### src/agu_pkg.sv
// shared constants and types for the data address generation unit
//
// Rules the document sets for this block
// write with ea top bit set: address = write page low 9 bits, ea low 15 bits
// read with ea top bit, read page bit 9 clear: read page low 9, ea low 15
// page registers never change when a pointer wraps past the window top
// extended space writes complete in one cycle, no wait cycle
// addresses below window base ignore both pages, map straight to low data space
// window access with relevant page zero is invalid, raises address error trap
// software must not do read-modify-write on extended space inside repeat loops
// software should pick the page through the read page for read-modify-write
// stack pointer points at next free word, grows up, post-inc push, pre-dec pop
// call pushes program counter with its upper byte cleared
// exception entry puts status low byte in upper byte of pushed counter word
// stack limit bit 0 always zero; writes to it have no effect
// stack limit has no reset; undefined until software writes it
// every stack pointer based address is compared with the stack limit; the code compares push addresses only, not pop addresses
// push at stack pointer equal to limit is fine; next push traps
// stack error trap when stack address falls below general ram base
// software should not read through stack pointer right after writing limit
// table address = 8-bit table page above full 16-bit effective address
// table page bit 7 picks user or config memory; reads allowed in config
// window read with read page bit 9 set: 23-bit address, page low 8, ea low 15
// program window uses read page bit 0 as program address bit 15
// read page bit 8 selects lower or upper program word in window access
// program window remap never reaches configuration space
// high table variants hit upper program word, low variants lower word
// traps are one-cycle pulses in the access cycle; the access is suppressed
package agu_pkg;
  localparam int EA_WIDTH = 16;
  localparam int EXT_WIDTH = 24;
  localparam int PROG_WIDTH = 23;
  localparam int RPAGE_WIDTH = 10;
  localparam int WPAGE_WIDTH = 9;
  localparam int TPAGE_WIDTH = 8;
  localparam int WINDOW_BIT = 15;
  localparam int RPAGE_PROG_BIT = 9;
  localparam int RPAGE_WORD_BIT = 8;
  localparam int TPAGE_CFG_BIT = 7;
  localparam logic [15:0] RAM_BASE = 16'h0800;
  localparam logic [15:0] STACK_LIMIT_MASK = 16'hFFFE;
  localparam logic [15:0] WORD_STEP = 16'h0002;
  localparam logic [9:0] RPAGE_RESET = 10'h001;
  localparam logic [8:0] WPAGE_RESET = 9'h001;
  localparam logic [7:0] TPAGE_RESET = 8'h00;
  localparam logic [15:0] SP_RESET = 16'h0800;

  typedef enum logic [2:0] {
    TGT_NONE = 3'b000,
    TGT_LOW_DATA = 3'b001,
    TGT_EXT_DATA = 3'b010,
    TGT_PROG_WINDOW = 3'b011,
    TGT_TABLE = 3'b100
  } target_type;

  typedef enum logic [1:0] {
    STK_NONE = 2'b00,
    STK_PUSH = 2'b01,
    STK_POP = 2'b10
  } stack_op_type;

  typedef enum logic [1:0] {
    PUSH_DATA = 2'b00,
    PUSH_CALL_PC = 2'b01,
    PUSH_EXC_PC = 2'b10
  } push_kind_type;
endpackage

### src/agu_stack_if.sv
// stack checking signals between the top and the stack checker
`timescale 1ns/1ns
interface agu_stack_if;
  import agu_pkg::*;
  logic [15:0] stackPointer;
  logic [15:0] stackLimit;
  logic [15:0] stackAddr;
  stack_op_type op;
  logic useSp;
  logic stackError;
  modport top (output stackPointer, output stackLimit, output op, output useSp,
    input stackAddr, input stackError);
  modport checker_side (input stackPointer, input stackLimit, input op, input useSp,
    output stackAddr, output stackError);
endinterface

### src/agu_stack_check.sv
// stack address generation and limit checking
`timescale 1ns/1ns
module agu_stack_check
  import agu_pkg::*;
(
  agu_stack_if.checker_side stk
);
  always_comb
  begin
    // pop pre-decrements, push uses the pointer as is
    stk.stackAddr = (stk.op == STK_POP) ? 16'(stk.stackPointer - WORD_STEP) : stk.stackPointer;
    stk.stackError = 1'b0;
    if (stk.useSp)
    begin
      // equal to limit is the last legal push
      if (stk.op == STK_PUSH && stk.stackAddr > stk.stackLimit)
      begin
        stk.stackError = 1'b1;
      end
      // pointer test as well: a pop from near zero wraps the address upward
      if (stk.stackAddr < RAM_BASE || stk.stackPointer < RAM_BASE)
      begin
        stk.stackError = 1'b1;
      end
    end
  end
endmodule // agu_stack_check

### src/agu_window_map.sv
// data address mapping for low, extended and program window accesses
`timescale 1ns/1ns
module agu_window_map
  import agu_pkg::*;
(
  input wire logic [15:0] ea,
  input wire logic isWrite,
  input wire logic [9:0] readPage,
  input wire logic [8:0] writePage,
  output target_type target,
  output logic [23:0] extAddr,
  output logic [22:0] progAddr,
  output logic upperWord,
  output logic addrError
);
  always_comb
  begin
    target = TGT_LOW_DATA;
    extAddr = {8'h00, ea};
    progAddr = '0;
    upperWord = 1'b0;
    addrError = 1'b0;
    if (!ea[WINDOW_BIT])
    begin
      target = TGT_LOW_DATA;
    end
    else if (isWrite)
    begin
      extAddr = {writePage, ea[14:0]};
      target = TGT_EXT_DATA;
      if (writePage == '0)
      begin
        addrError = 1'b1;
        target = TGT_NONE;
      end
    end
    else if (!readPage[RPAGE_PROG_BIT])
    begin
      extAddr = {readPage[8:0], ea[14:0]};
      target = TGT_EXT_DATA;
      if (readPage == '0)
      begin
        addrError = 1'b1;
        target = TGT_NONE;
      end
    end
    else
    begin
      // top address bit held low keeps the remap out of config space
      progAddr = {readPage[7:1], readPage[0], ea[14:0]};
      upperWord = readPage[RPAGE_WORD_BIT];
      target = TGT_PROG_WINDOW;
    end
  end
endmodule // agu_window_map

### src/data_address_generation_unit.sv
// top of the data address generation unit: page registers, stack, table access
`timescale 1ns/1ns
module data_address_generation_unit
  import agu_pkg::*;
(
  input wire logic core_clk,
  input wire logic arst_n,
  input wire logic accessValid,
  input wire logic accessWrite,
  input wire logic [15:0] effAddr,
  input wire logic [15:0] writeData,
  input wire logic tableAccess,
  input wire logic tableHigh,
  input wire logic stackOp,
  input wire logic stackPop,
  input wire push_kind_type pushKind,
  input wire logic [15:0] pcHighWord,
  input wire logic [7:0] statusLowByte,
  input wire logic readPageWrite,
  input wire logic [9:0] readPageIn,
  input wire logic writePageWrite,
  input wire logic [8:0] writePageIn,
  input wire logic tablePageWrite,
  input wire logic [7:0] tablePageIn,
  input wire logic stackLimitWrite,
  input wire logic [15:0] stackLimitIn,
  input wire logic stackPointerWrite,
  input wire logic [15:0] stackPointerIn,
  output logic [9:0] dataReadPage,
  output logic [8:0] dataWritePage,
  output logic [7:0] tablePage,
  output logic [15:0] stackLimit,
  output logic [15:0] stackPointer,
  output logic lowDataStrobe,
  output logic extDataStrobe,
  output logic progStrobe,
  output logic memWrite,
  output logic [23:0] memAddr,
  output logic [15:0] memWriteData,
  output logic upperWordSel,
  output logic configSpace,
  output logic addressErrorTrap,
  output logic stackErrorTrap
);
  typedef struct packed {
    logic [9:0] readPage;
    logic [8:0] writePage;
    logic [7:0] tablePage;
    logic [15:0] stackPointer;
    logic lowStrobe;
    logic extStrobe;
    logic progStrobe;
    logic write;
    logic [23:0] addr;
    logic [15:0] wdata;
    logic upper;
    logic cfgSpace;
    logic addrTrap;
    logic stackTrap;
  } state_type;

  state_type state_q;
  state_type state_d;
  logic [15:0] stackLimit_q;
  logic [15:0] mapEa;
  target_type mapTarget;
  logic [23:0] mapExt;
  logic [22:0] mapProg;
  logic mapUpper;
  logic mapError;
  logic [15:0] pushWord;

  agu_stack_if stk();

  assign stk.stackPointer = state_q.stackPointer;
  assign stk.stackLimit = stackLimit_q;
  assign stk.op = !stackOp ? STK_NONE : (stackPop ? STK_POP : STK_PUSH);
  assign stk.useSp = accessValid && stackOp;
  assign mapEa = stackOp ? stk.stackAddr : effAddr;

  agu_stack_check u_stack (
    .stk(stk)
  );

  agu_window_map u_map (
    .ea(mapEa),
    .isWrite(accessWrite),
    .readPage(state_q.readPage),
    .writePage(state_q.writePage),
    .target(mapTarget),
    .extAddr(mapExt),
    .progAddr(mapProg),
    .upperWord(mapUpper),
    .addrError(mapError)
  );

  always_comb
  begin
    unique case (pushKind)
      PUSH_CALL_PC: pushWord = {8'h00, pcHighWord[7:0]};
      PUSH_EXC_PC: pushWord = {statusLowByte, pcHighWord[7:0]};
      default: pushWord = writeData;
    endcase
  end

  // limit register deliberately has no reset; bit 0 is held at zero
  always_ff @(posedge core_clk)
  begin
    if (stackLimitWrite)
    begin
      stackLimit_q <= stackLimitIn & STACK_LIMIT_MASK;
    end
  end

  always_comb
  begin
    state_d = state_q;
    state_d.lowStrobe = 1'b0;
    state_d.extStrobe = 1'b0;
    state_d.progStrobe = 1'b0;
    state_d.write = 1'b0;
    state_d.addrTrap = 1'b0;
    state_d.stackTrap = 1'b0;
    // page registers only change on explicit writes, never on pointer wrap
    if (readPageWrite)
    begin
      state_d.readPage = readPageIn;
    end
    if (writePageWrite)
    begin
      state_d.writePage = writePageIn;
    end
    if (tablePageWrite)
    begin
      state_d.tablePage = tablePageIn;
    end
    if (stackPointerWrite)
    begin
      state_d.stackPointer = stackPointerIn & STACK_LIMIT_MASK;
    end
    if (accessValid)
    begin
      state_d.wdata = (stackOp && !stackPop) ? pushWord : writeData;
      state_d.upper = 1'b0;
      state_d.cfgSpace = 1'b0;
      if (tableAccess)
      begin
        state_d.addr = {state_q.tablePage, effAddr};
        state_d.upper = tableHigh;
        state_d.cfgSpace = state_q.tablePage[TPAGE_CFG_BIT];
        // writes into config space are not allowed, reads are
        if (!(accessWrite && state_q.tablePage[TPAGE_CFG_BIT]))
        begin
          state_d.progStrobe = 1'b1;
          state_d.write = accessWrite;
        end
      end
      else if (stk.stackError)
      begin
        state_d.stackTrap = 1'b1;
      end
      else if (mapError)
      begin
        state_d.addrTrap = 1'b1;
      end
      else
      begin
        state_d.write = accessWrite;
        unique case (mapTarget)
          TGT_LOW_DATA:
          begin
            state_d.addr = {8'h00, mapEa};
            state_d.lowStrobe = 1'b1;
          end
          TGT_EXT_DATA:
          begin
            state_d.addr = mapExt;
            state_d.extStrobe = 1'b1;
          end
          TGT_PROG_WINDOW:
          begin
            state_d.addr = {1'b0, mapProg};
            state_d.upper = mapUpper;
            state_d.progStrobe = 1'b1;
            state_d.write = 1'b0;
          end
          default:
          begin
            state_d.write = 1'b0;
          end
        endcase
        if (stackOp)
        begin
          state_d.stackPointer = stackPop ? stk.stackAddr :
            16'(state_q.stackPointer + WORD_STEP);
        end
      end
    end
  end

  always_ff @(posedge core_clk or negedge arst_n)
  begin
    if (!arst_n)
    begin
      state_q <= '0;
      state_q.readPage <= RPAGE_RESET;
      state_q.writePage <= WPAGE_RESET;
      state_q.tablePage <= TPAGE_RESET;
      state_q.stackPointer <= SP_RESET;
    end
    else
    begin
      state_q <= state_d;
    end
  end

  assign dataReadPage = state_q.readPage;
  assign dataWritePage = state_q.writePage;
  assign tablePage = state_q.tablePage;
  assign stackLimit = stackLimit_q;
  assign stackPointer = state_q.stackPointer;
  assign lowDataStrobe = state_q.lowStrobe;
  assign extDataStrobe = state_q.extStrobe;
  assign progStrobe = state_q.progStrobe;
  assign memWrite = state_q.write;
  assign memAddr = state_q.addr;
  assign memWriteData = state_q.wdata;
  assign upperWordSel = state_q.upper;
  assign configSpace = state_q.cfgSpace;
  assign addressErrorTrap = state_q.addrTrap;
  assign stackErrorTrap = state_q.stackTrap;
endmodule // data_address_generation_unit

### config.mk
export PLATFORM = sky130hd
export DESIGN_NAME = data_address_generation_unit
export DESIGN_NICKNAME = d
export VERILOG_FILES = /design/src/agu_pkg.sv /design/src/agu_stack_if.sv /design/src/agu_stack_check.sv /design/src/agu_window_map.sv /design/src/data_address_generation_unit.sv
export SDC_FILE = /design/constraint.sdc
export NUM_CORES = 1
export LEC_CHECK = 0
export BUFFER_PORTS_ARGS = -buffer_cell sky130_fd_sc_hd__buf_2
export CELL_PAD_IN_SITES_DETAIL_PLACEMENT = 1
export CELL_PAD_IN_SITES_GLOBAL_PLACEMENT = 1
export CORE_MARGIN = 5
export CORE_UTILIZATION = 40
export DETAILED_ROUTE_END_ITERATION = 10
export PLACE_DENSITY = 0.92
export REMOVE_ABC_BUFFERS = 1
export SLEW_MARGIN = 20
export SYNTH_ARGS = -nofsm -noshare
export SYNTH_HDL_FRONTEND = slang
export SYNTH_SLANG_ARGS = --single-unit
### constraint.sdc
create_clock -name core_clk -period 8.1 [get_ports core_clk]
set_input_delay 0.405 -clock core_clk [delete_from_list [all_inputs] [get_ports core_clk]]
set_output_delay 0.405 -clock core_clk [all_outputs]
set_load 0.01 [all_outputs]
==> reports/qor.yml, run 1 <==
finalCoreUtilization: 0.4975
status: "completed"
synth.yosys.seq_area_share: 0.4311
peakVddDrop_mv: 0.1306
worstSetupEndpointType: "register"
p_sw_uw: 523.4
cts-htree-levels: 3
io_buffers: 225
remaining_drc_errors: 0
worst_path_dominant_cell_family: "simple AND/OR/NAND/NOR gates"
placement_rows: 46
register_area_um2: 2731
slowest_stage: "a211oi_4"
worst_hold_path_type: "input pin to asynchronous set/reset pin"
vias_per_cell: 5.474
place_inst: 1047
dieHeight_um: 135.9
antenna_violations_before_repair: 3
synth_cells: 649
wirelength_um: 20820
relSlewSlack: 0.3761
start_util: 0.4032
postCtsHoldBufs: 0
synth_enable_flop_cells: 15
antennaDiodeCount: 0
timing.reg2reg.setup_slack_ns: 2.74
fp.dieW_um: 135.9
intPower_mw: 1.016
timing.setup.tns_ns: 0
post_drt_wl_per_cell_um: 19.59
critical_path_required_ns: 8.34
cellPowerDensity_nw_per_um2: 196.9
quantity_of_gates_resized_following_cts: 0
post_synth.cell_area_avg_um2: 9.763
synth-async-reset-ratio: 0.8585
crit_arrival_ns: 5.60
io_pins: 237
grt_pass1_wl_um: 33100
gpl_congestion: 0.8678
layout.filler_cells: 1847
netlist_area_um2: 6336
dr.pass1.iters: 4
worst-slew-pin-transition_ns: 0.9336
detail-route-antenna-nets: 0
cts.repair_timing.setup_buffer_count: 0
final_max_slew_viol_count: 0
first_global_vias: 6173
synth_seq_cells: 106
layout_worst_path_cycle_share: 0.6622
share_seq_of_total_power: 0.444
static-leakage-power_nw: 3.712
power_switching_share: 0.3400
dieArea_um2: 18460
crit_path_max_fanout: 42
vias: 5819
grt_usage: 0.2274
clkSlewWorstSetupHoldPaths_ns: 0.07
setup.worst_path.start_class: "register"
worst_r2r_path_depth: 15
synth_top_flop_cell: "dfrtp_1"
post_route_cells_drive_above_1_share: 0.3672
final-instance-count-excl-fill: 1063
yosys.cell_types.count: 68
cp.buffers_inverters: 2
multi_input_comb_area_um2: 3284
finClkSkew_ns: 0.01003
finish.net_count: 992
comb_power_share: 0.279
max_clock_freq_mhz: 186.4
clock_sink_count: 106
clock_power_share: 0.277
maximum_number_of_pins_on_one_net_before_global_route_repair: 47
ys_warn_count: 0
finalWorstPathRequiredPeriod_ns: 5.364
grt_overflow_total: 0
critPathKind: "register to register"
critPathMaxStageDelay_ns: 0.70
hpwl_um: 16120
cts.root.buffer_cell: "clkbuf_16"
cp_common_cell: "ha_1"
core-area_um2: 15710
hold_viol_final: 0
path_depth: 15
cp_cell_sequence: "inv_1 -> ha_1 -> nand3_1 -> or2_2 -> or3_1 -> xnor2_1 -> ha_1 -> nand4_1 -> a221oi_1 -> nor4_1 -> or4_1 -> a211oi_4 -> buf_4 -> o31ai_1 -> mux2_1"
ctsLongestPathBuffers: 2
max-cap-violations: 0
unrepaired_setup_endpoints_after_global_routing: "no"
report.final.setup_viol: 0
detailedRoute.firstIterationViolations: 283
worstSkewPairLatency_ns: 0.36
layout-area-overhead-vs-synth_pct: 23.36
tritoncts_clock_tree: "done"
cts_made_buffers: 9
## metrics by stage
| stage | hold slack (ns) | worst slack [ns] | total power, mW | instance area [um^2] |
|---|---|---|---|---|
| 2_1_floorplan | 0.1094 | 2.795 | 0.9154 | 6117 |
| 3_3_place_gp | 0.4359 | 2.862 | 1.101 | 7538 |
| 3_5_place_dp | 0.4434 | 2.808 | 1.125 | 7538 |
| 4_1_cts | 0.06385 | 2.697 | 1.559 | 7816 |
| 5_1_grt | 0.08896 | 2.464 | 1.626 | 7816 |
| 6_report | 0.04346 | 2.736 | 1.539 | 7816 |
## cell type report
type,instances,share of cell area
Multi-Input combinational cell,470,0.4202
Sequential cell,106,0.3494
Timing Repair Buffer,228,0.1473
Tap cell,216,0.03458
Clock buffer,9,0.02881
Inverter,27,0.01297
Clock inverter,7,0.006723
## kinds of logic (layout without fill, tap and decap cells)
logic type | after synthesis | in the layout | synth area share
and+or+nand+nor | 248 | 248 | 0.1876
adders and majority gates | 20 | 20 | 0.03949
xor gates and xnor gates | 17 | 17 | 0.02567
muxes | 61 | 61 | 0.1128
buffers and inverters | 73 | 271 | 0.05055
AOI/OAI and AO/OA | 123 | 123 | 0.1523
DFF | 106 | 106 | 0.4311
other | 1 | 1 | 0.0005918
## per-layer routing
metal | share of wire | vias to the layer above | track usage | routed length (um)
met2 | 0.51 | 196 | 0.4035 | 10660
met1 | 0.40 | 2852 | 0.2735 | 8381
met4 | 0.020 | 6 | 0.06607 | 417
met5 | 0.0017 | - | 0 | 36
met3 | 0.064 | 32 | 0.05588 | 1324
li1 | - | 2733 | - | -
## power by group through the flow
stage | clock [mW] | sequential [mW] | combinational (mW)
detailed placement | 0 | 0.693 | 0.432
finish | 0.426 | 0.684 | 0.429
global placement | 0 | 0.687 | 0.415
CTS | 0.439 | 0.684 | 0.436
floorplan | 0 | 0.711 | 0.205
global route | 0.461 | 0.696 | 0.470
## layout by cell type (no fill, tap or decap), types with 12 or more instances in the layout
cell type / count
o31ai_1: 13
or2_2: 12
edfxtp_1: 15
ha_1: 20
a31oi_1: 20
nand3_1: 17
mux2_2: 32
nor2_1: 47
o21ai_0: 13
dfrtp_1: 88
buf_2: 224
o41ai_1: 12
nand2_1: 95
inv_1: 27
nand2b_1: 15
xnor2_1: 14
## cells in the mapped netlist, drive strengths merged (3+ instances only)
| master | number | share of area |
|---|---|---|
| a21o | 3 | 0.0036 |
| nand2 | 95 | 0.056 |
| nand2b | 15 | 0.015 |
| nor2 | 48 | 0.029 |
| a31oi | 20 | 0.020 |
| nor2b | 3 | 0.0030 |
| dfrtp | 88 | 0.35 |
| clkbuf | 30 | 0.018 |
| a21oi | 8 | 0.0063 |
| and2 | 4 | 0.0039 |
| buf | 16 | 0.017 |
| dfstp | 3 | 0.012 |
| a31o | 3 | 0.0041 |
| o41ai | 12 | 0.017 |
| mux2 | 53 | 0.10 |
| a211oi | 3 | 0.0055 |
| nor3 | 11 | 0.0087 |
| and3 | 5 | 0.0049 |
| or3 | 11 | 0.011 |
| or2 | 13 | 0.013 |
| edfxtp | 15 | 0.071 |
| inv | 27 | 0.016 |
| o2bb2ai | 9 | 0.012 |
| nand4 | 7 | 0.0069 |
| o31ai | 13 | 0.015 |
| o21ai | 15 | 0.014 |
| nand3 | 17 | 0.013 |
| mux2i | 8 | 0.013 |
| nor4 | 7 | 0.0069 |
| xnor2 | 14 | 0.019 |
| o211ai | 5 | 0.0059 |
| a221oi | 10 | 0.015 |
| ha | 20 | 0.039 |
| a211o | 10 | 0.014 |
## flip-flops by register name, indices dropped and copies added, names as in the netlist, 8 cells and up
signal         cells
dataReadPage      10
dataWritePage      9
memAddr           24
memWriteData      16
stackLimit        15
stackPointer      16
tablePage          8
## final timing paths
check | from | end
max in group asynchronous | arst_n | dataWritePage[2]
worst max-delay path | stackPointer[1] | memAddr[11]
min in group core_clk | stackLimitIn[12] | stackLimit[12]
worst min-delay path | arst_n | stackPointer[9]
worst min register to register | memAddr[15] | memAddr[15]
worst max register to register | stackPointer[1] | memAddr[11]
Power figures use the tool's default switching activity.
==> run 2, diff against run 1 <==
--- a/config.mk
+++ b/config.mk
@@ -5,13 +5,14 @@
 export SDC_FILE = /design/constraint.sdc
 export NUM_CORES = 1
 export LEC_CHECK = 0
+export ABC_AREA = 1
 export BUFFER_PORTS_ARGS = -buffer_cell sky130_fd_sc_hd__buf_2
 export CELL_PAD_IN_SITES_DETAIL_PLACEMENT = 1
 export CELL_PAD_IN_SITES_GLOBAL_PLACEMENT = 1
 export CORE_MARGIN = 5
-export CORE_UTILIZATION = 40
+export CORE_UTILIZATION = 32
 export DETAILED_ROUTE_END_ITERATION = 10
-export PLACE_DENSITY = 0.92
+export PLACE_DENSITY = 0.82
 export REMOVE_ABC_BUFFERS = 1
 export SLEW_MARGIN = 20
 export SYNTH_ARGS = -nofsm -noshare
==> constraint.sdc (replaced) <==
create_clock -name core_clk -period 4.6 [get_ports core_clk]
set_input_delay 0.23 -clock core_clk [delete_from_list [all_inputs] [get_ports core_clk]]
set_output_delay 0.23 -clock core_clk [all_outputs]
set_load 0.01 [all_outputs]
==> run 2 against run 1 <==
Net effect: sequential power rose by 70%; combinational power rose by 87%; synthesized cell count rose by 35%; clock power rose by 89%; sequential share of layout area fell by 1.4 points; critical path depth rose by 4; routed wire length rose by 14%; sequential cell count did not move; die area rose by 27%.
==> reports/qor.yml, run 2 <==
gpl_congestion: 0.8874  # +2.3%
finClkSkew_ns: 0.01110  # +0.001063 ns
synth.top_cells.by_count: "nand2_1 (271), dfrtp_1 (88), inv_1 (75), nand3_1 (69), nor2_1 (69)"
max_clock_freq_mhz: 244.9  # +31%
synth.yosys.seq_area_share: 0.4171  # -0.01400
synth_cells: 874  # +35%
vias: 6648  # +14%
hpwl_um: 18250  # +13%
netlist_area_um2: 6549  # +3.4%
antenna_violations_before_repair: 1  # -2
finalCoreUtilization: 0.4040  # -0.09342
worstSetupEndpointType: "register"
post_drt_wl_per_cell_um: 17.64  # -10%
cts-htree-levels: 3  # unchanged
status: "completed"
number_of_flip_flops_under_the_largest_register_name: 24  # unchanged
wirelength_um: 23770  # +14%
io_pins: 237  # unchanged
synth_enable_flop_cells: 15  # unchanged
cp_common_cell: "nand2_1"
tritoncts_clock_tree: "done"
dieHeight_um: 153.1  # +13%
ctsLongestPathBuffers: 2  # unchanged
critPathMaxStageDelay_ns: 0.44  # -0.26 ns
grt_usage: 0.2005  # -0.02684
post_synth.cell_area_avg_um2: 7.493  # -23%
vias_per_cell: 4.932  # -9.9%
post-synth-top-count-cell: "nand2_1"
final_max_slew_viol_count: 0  # unchanged
io_buffers: 225  # unchanged
setup.worst_path.start_class: "register"
slowest_stage: "dfrtp_1"
mostFrequentLayoutCell: "nand2_1"
detail-route-antenna-nets: 0  # unchanged
cts.root.buffer_cell: "clkbuf_16"
detailedRoute.firstIterationViolations: 338  # +19%
layout-area-overhead-vs-synth_pct: 24.44
layout_worst_path_cycle_share: 0.8876  # +0.2254
clkSlewWorstSetupHoldPaths_ns: 0.08  # about the same
cts_made_buffers: 9  # unchanged
core-area_um2: 20170  # +28%
crit_arrival_ns: 4.40  # -1.20 ns
max-cap-violations: 0  # unchanged
critical_path_required_ns: 4.91  # -3.43 ns
ys_warn_count: 0  # unchanged
worstSkewPairLatency_ns: 0.36  # about the same
worst_path_dominant_cell_family: "simple AND/OR/NAND/NOR gates"
final_design_area_no_fill_um2: 8149  # +4.3%
synth_top_area_frac: 0.3363  # -0.01129
relSlewSlack: 0.2881  # -0.08800
cts.repair_timing.setup_buffer_count: 0  # unchanged
cellPowerDensity_nw_per_um2: 340.5  # +73%
first_global_vias: 7110  # +15%
placement_rows: 52  # +13%
hold_viol_final: 0  # unchanged
clock_sink_count: 106  # unchanged
worst_hold_path_type: "input pin to register"
critPathKind: "register to register"
post_route_cells_drive_above_1_share: 0.2681  # -0.09909
static-leakage-power_nw: 4.288  # +16%
dr.pass1.iters: 4  # unchanged
finish.net_count: 1223  # +23%
cp_cell_sequence: "inv_1 -> ha_1 -> nand2_1 -> nor2_4 -> nand4_1 -> o21ai_1 -> ha_1 -> nand2_1 -> nor2_1 -> nand3_1 -> nor4_1 -> and3_1 -> a21oi_1 -> a21oi_1 -> nand4_2 -> buf_4 -> inv_1 -> nand2_1 -> nand2_1"
fp.dieW_um: 153.1  # +13%
dieArea_um2: 23430  # +27%
total_power_mw: 2.775  # +80%
synth_top_cell_by_area: "dfrtp_1"
remaining_drc_errors: 0  # unchanged
grt_pass1_wl_um: 38100  # +15%
unrepaired_setup_endpoints_after_global_routing: "no"
peakVddDrop_mv: 0.1815  # +39%
layout.cells.most_common_list: "nand2_1 (271), buf_2 (224), dfrtp_1 (88), inv_1 (75), nand3_1 (69)"
report.final.setup_viol: 0  # unchanged
synth_top_flop_cell: "dfrtp_1"
quantity_of_gates_resized_following_cts: 0  # unchanged
crit_path_max_fanout: 14  # -67%
yosys.cell_types.count: 45  # -34%
synth_seq_cells: 106  # unchanged
start_util: 0.3247  # -0.07856
worst-slew-pin-transition_ns: 1.067  # +0.1331 ns
antennaDiodeCount: 0  # unchanged
timing.setup.tns_ns: 0  # unchanged
synth-async-reset-ratio: 0.8585  # unchanged
placement.cell_area_um2: 7841  # +4.0%
finalWorstPathRequiredPeriod_ns: 4.083  # -1.281 ns
synth.top_cells.by_area: "dfrtp_1 (34%), nand2_1 (16%), edfxtp_1 (6.9%)"
postCtsHoldBufs: 1  # +1
cp.buffers_inverters: 3  # +1
maximum_number_of_pins_on_one_net_before_global_route_repair: 58  # +23%
grt_overflow_total: 0  # unchanged
run 2: changes by cell type in the layout (fill, tap and decap cells not counted), sizes merged, moves of 12 or more:
cell    delta
nand2    +183
inv       +55
o21ai     +63
nand3     +54
xor2      +16
xnor2     -14
o41ai     -12
mux2      -40
nand2b    -15
nor2      +26
run 2: where the power goes:
group	internal, mW	total [mW]	switching, mW	leakage [nW]
clock network	0.397	0.807	0.411	0.145
registers	1.07	1.16	0.0966	1.26
logic	0.292	0.804	0.512	2.89
run 2: cell families after synthesis:
logic type | count (synthesis) | synth area share
buffers and inverters | 126 | 0.08120
AOI/OAI and AO/OA | 136 | 0.1146
adders and majority gates | 20 | 0.03821
and+or+nand+nor | 453 | 0.2992
muxes | 14 | 0.02388
other | 1 | 0.0005726
DFF | 106 | 0.4171
xor gates and xnor gates | 18 | 0.02522
run 2: final timing paths:
check / from / endpoint / slack [ns] / depth (start not counted)
max: stackPointer[1] / stackPointer[11] / 0.52 / 19
min: stackLimitIn[12] / stackLimit[12] / 0.04 / 1
max reg2reg: stackPointer[1] / stackPointer[11] / 0.52 / 19
min reg2reg: memAddr[4] / memAddr[4] / 0.48 / 2
max in group asynchronous: arst_n / dataWritePage[0] / 3.08 / 3
min in group asynchronous: arst_n / stackPointer[6] / 0.50 / 2
run 2: cell type report:
type,instances,area [um^2]
well taps,270,337.8
flip-flops and latches,106,2731
clock inverters,6,56.30
inverters,82,312.8
repair buffers,232,1184
clock buffers,10,239.0
multi-input cells,642,3288
fillers,2656,12020
run 2: per-stage QoR:
step / instances / worst slack [ns] / hold WS (ns)
CTS: 1348 / 0.5480 / 0.02503
global placement: 1331 / 0.8185 / 0.3453
global route: 1348 / 0.1806 / 0.02646
finish: 1348 / 0.5170 / 0.04142
floorplan: 830 / 1.486 / -0.06559
detailed placement: 1331 / 0.6036 / 0.3571
run 2: routing by layer:
layer	up-vias	track usage	routed length (um)
met5	-	0	7
met4	2	0.04243	338
met3	25	0.05796	1543
met2	183	0.3567	11820
met1	3184	0.2411	10070
li1	3254	-	-
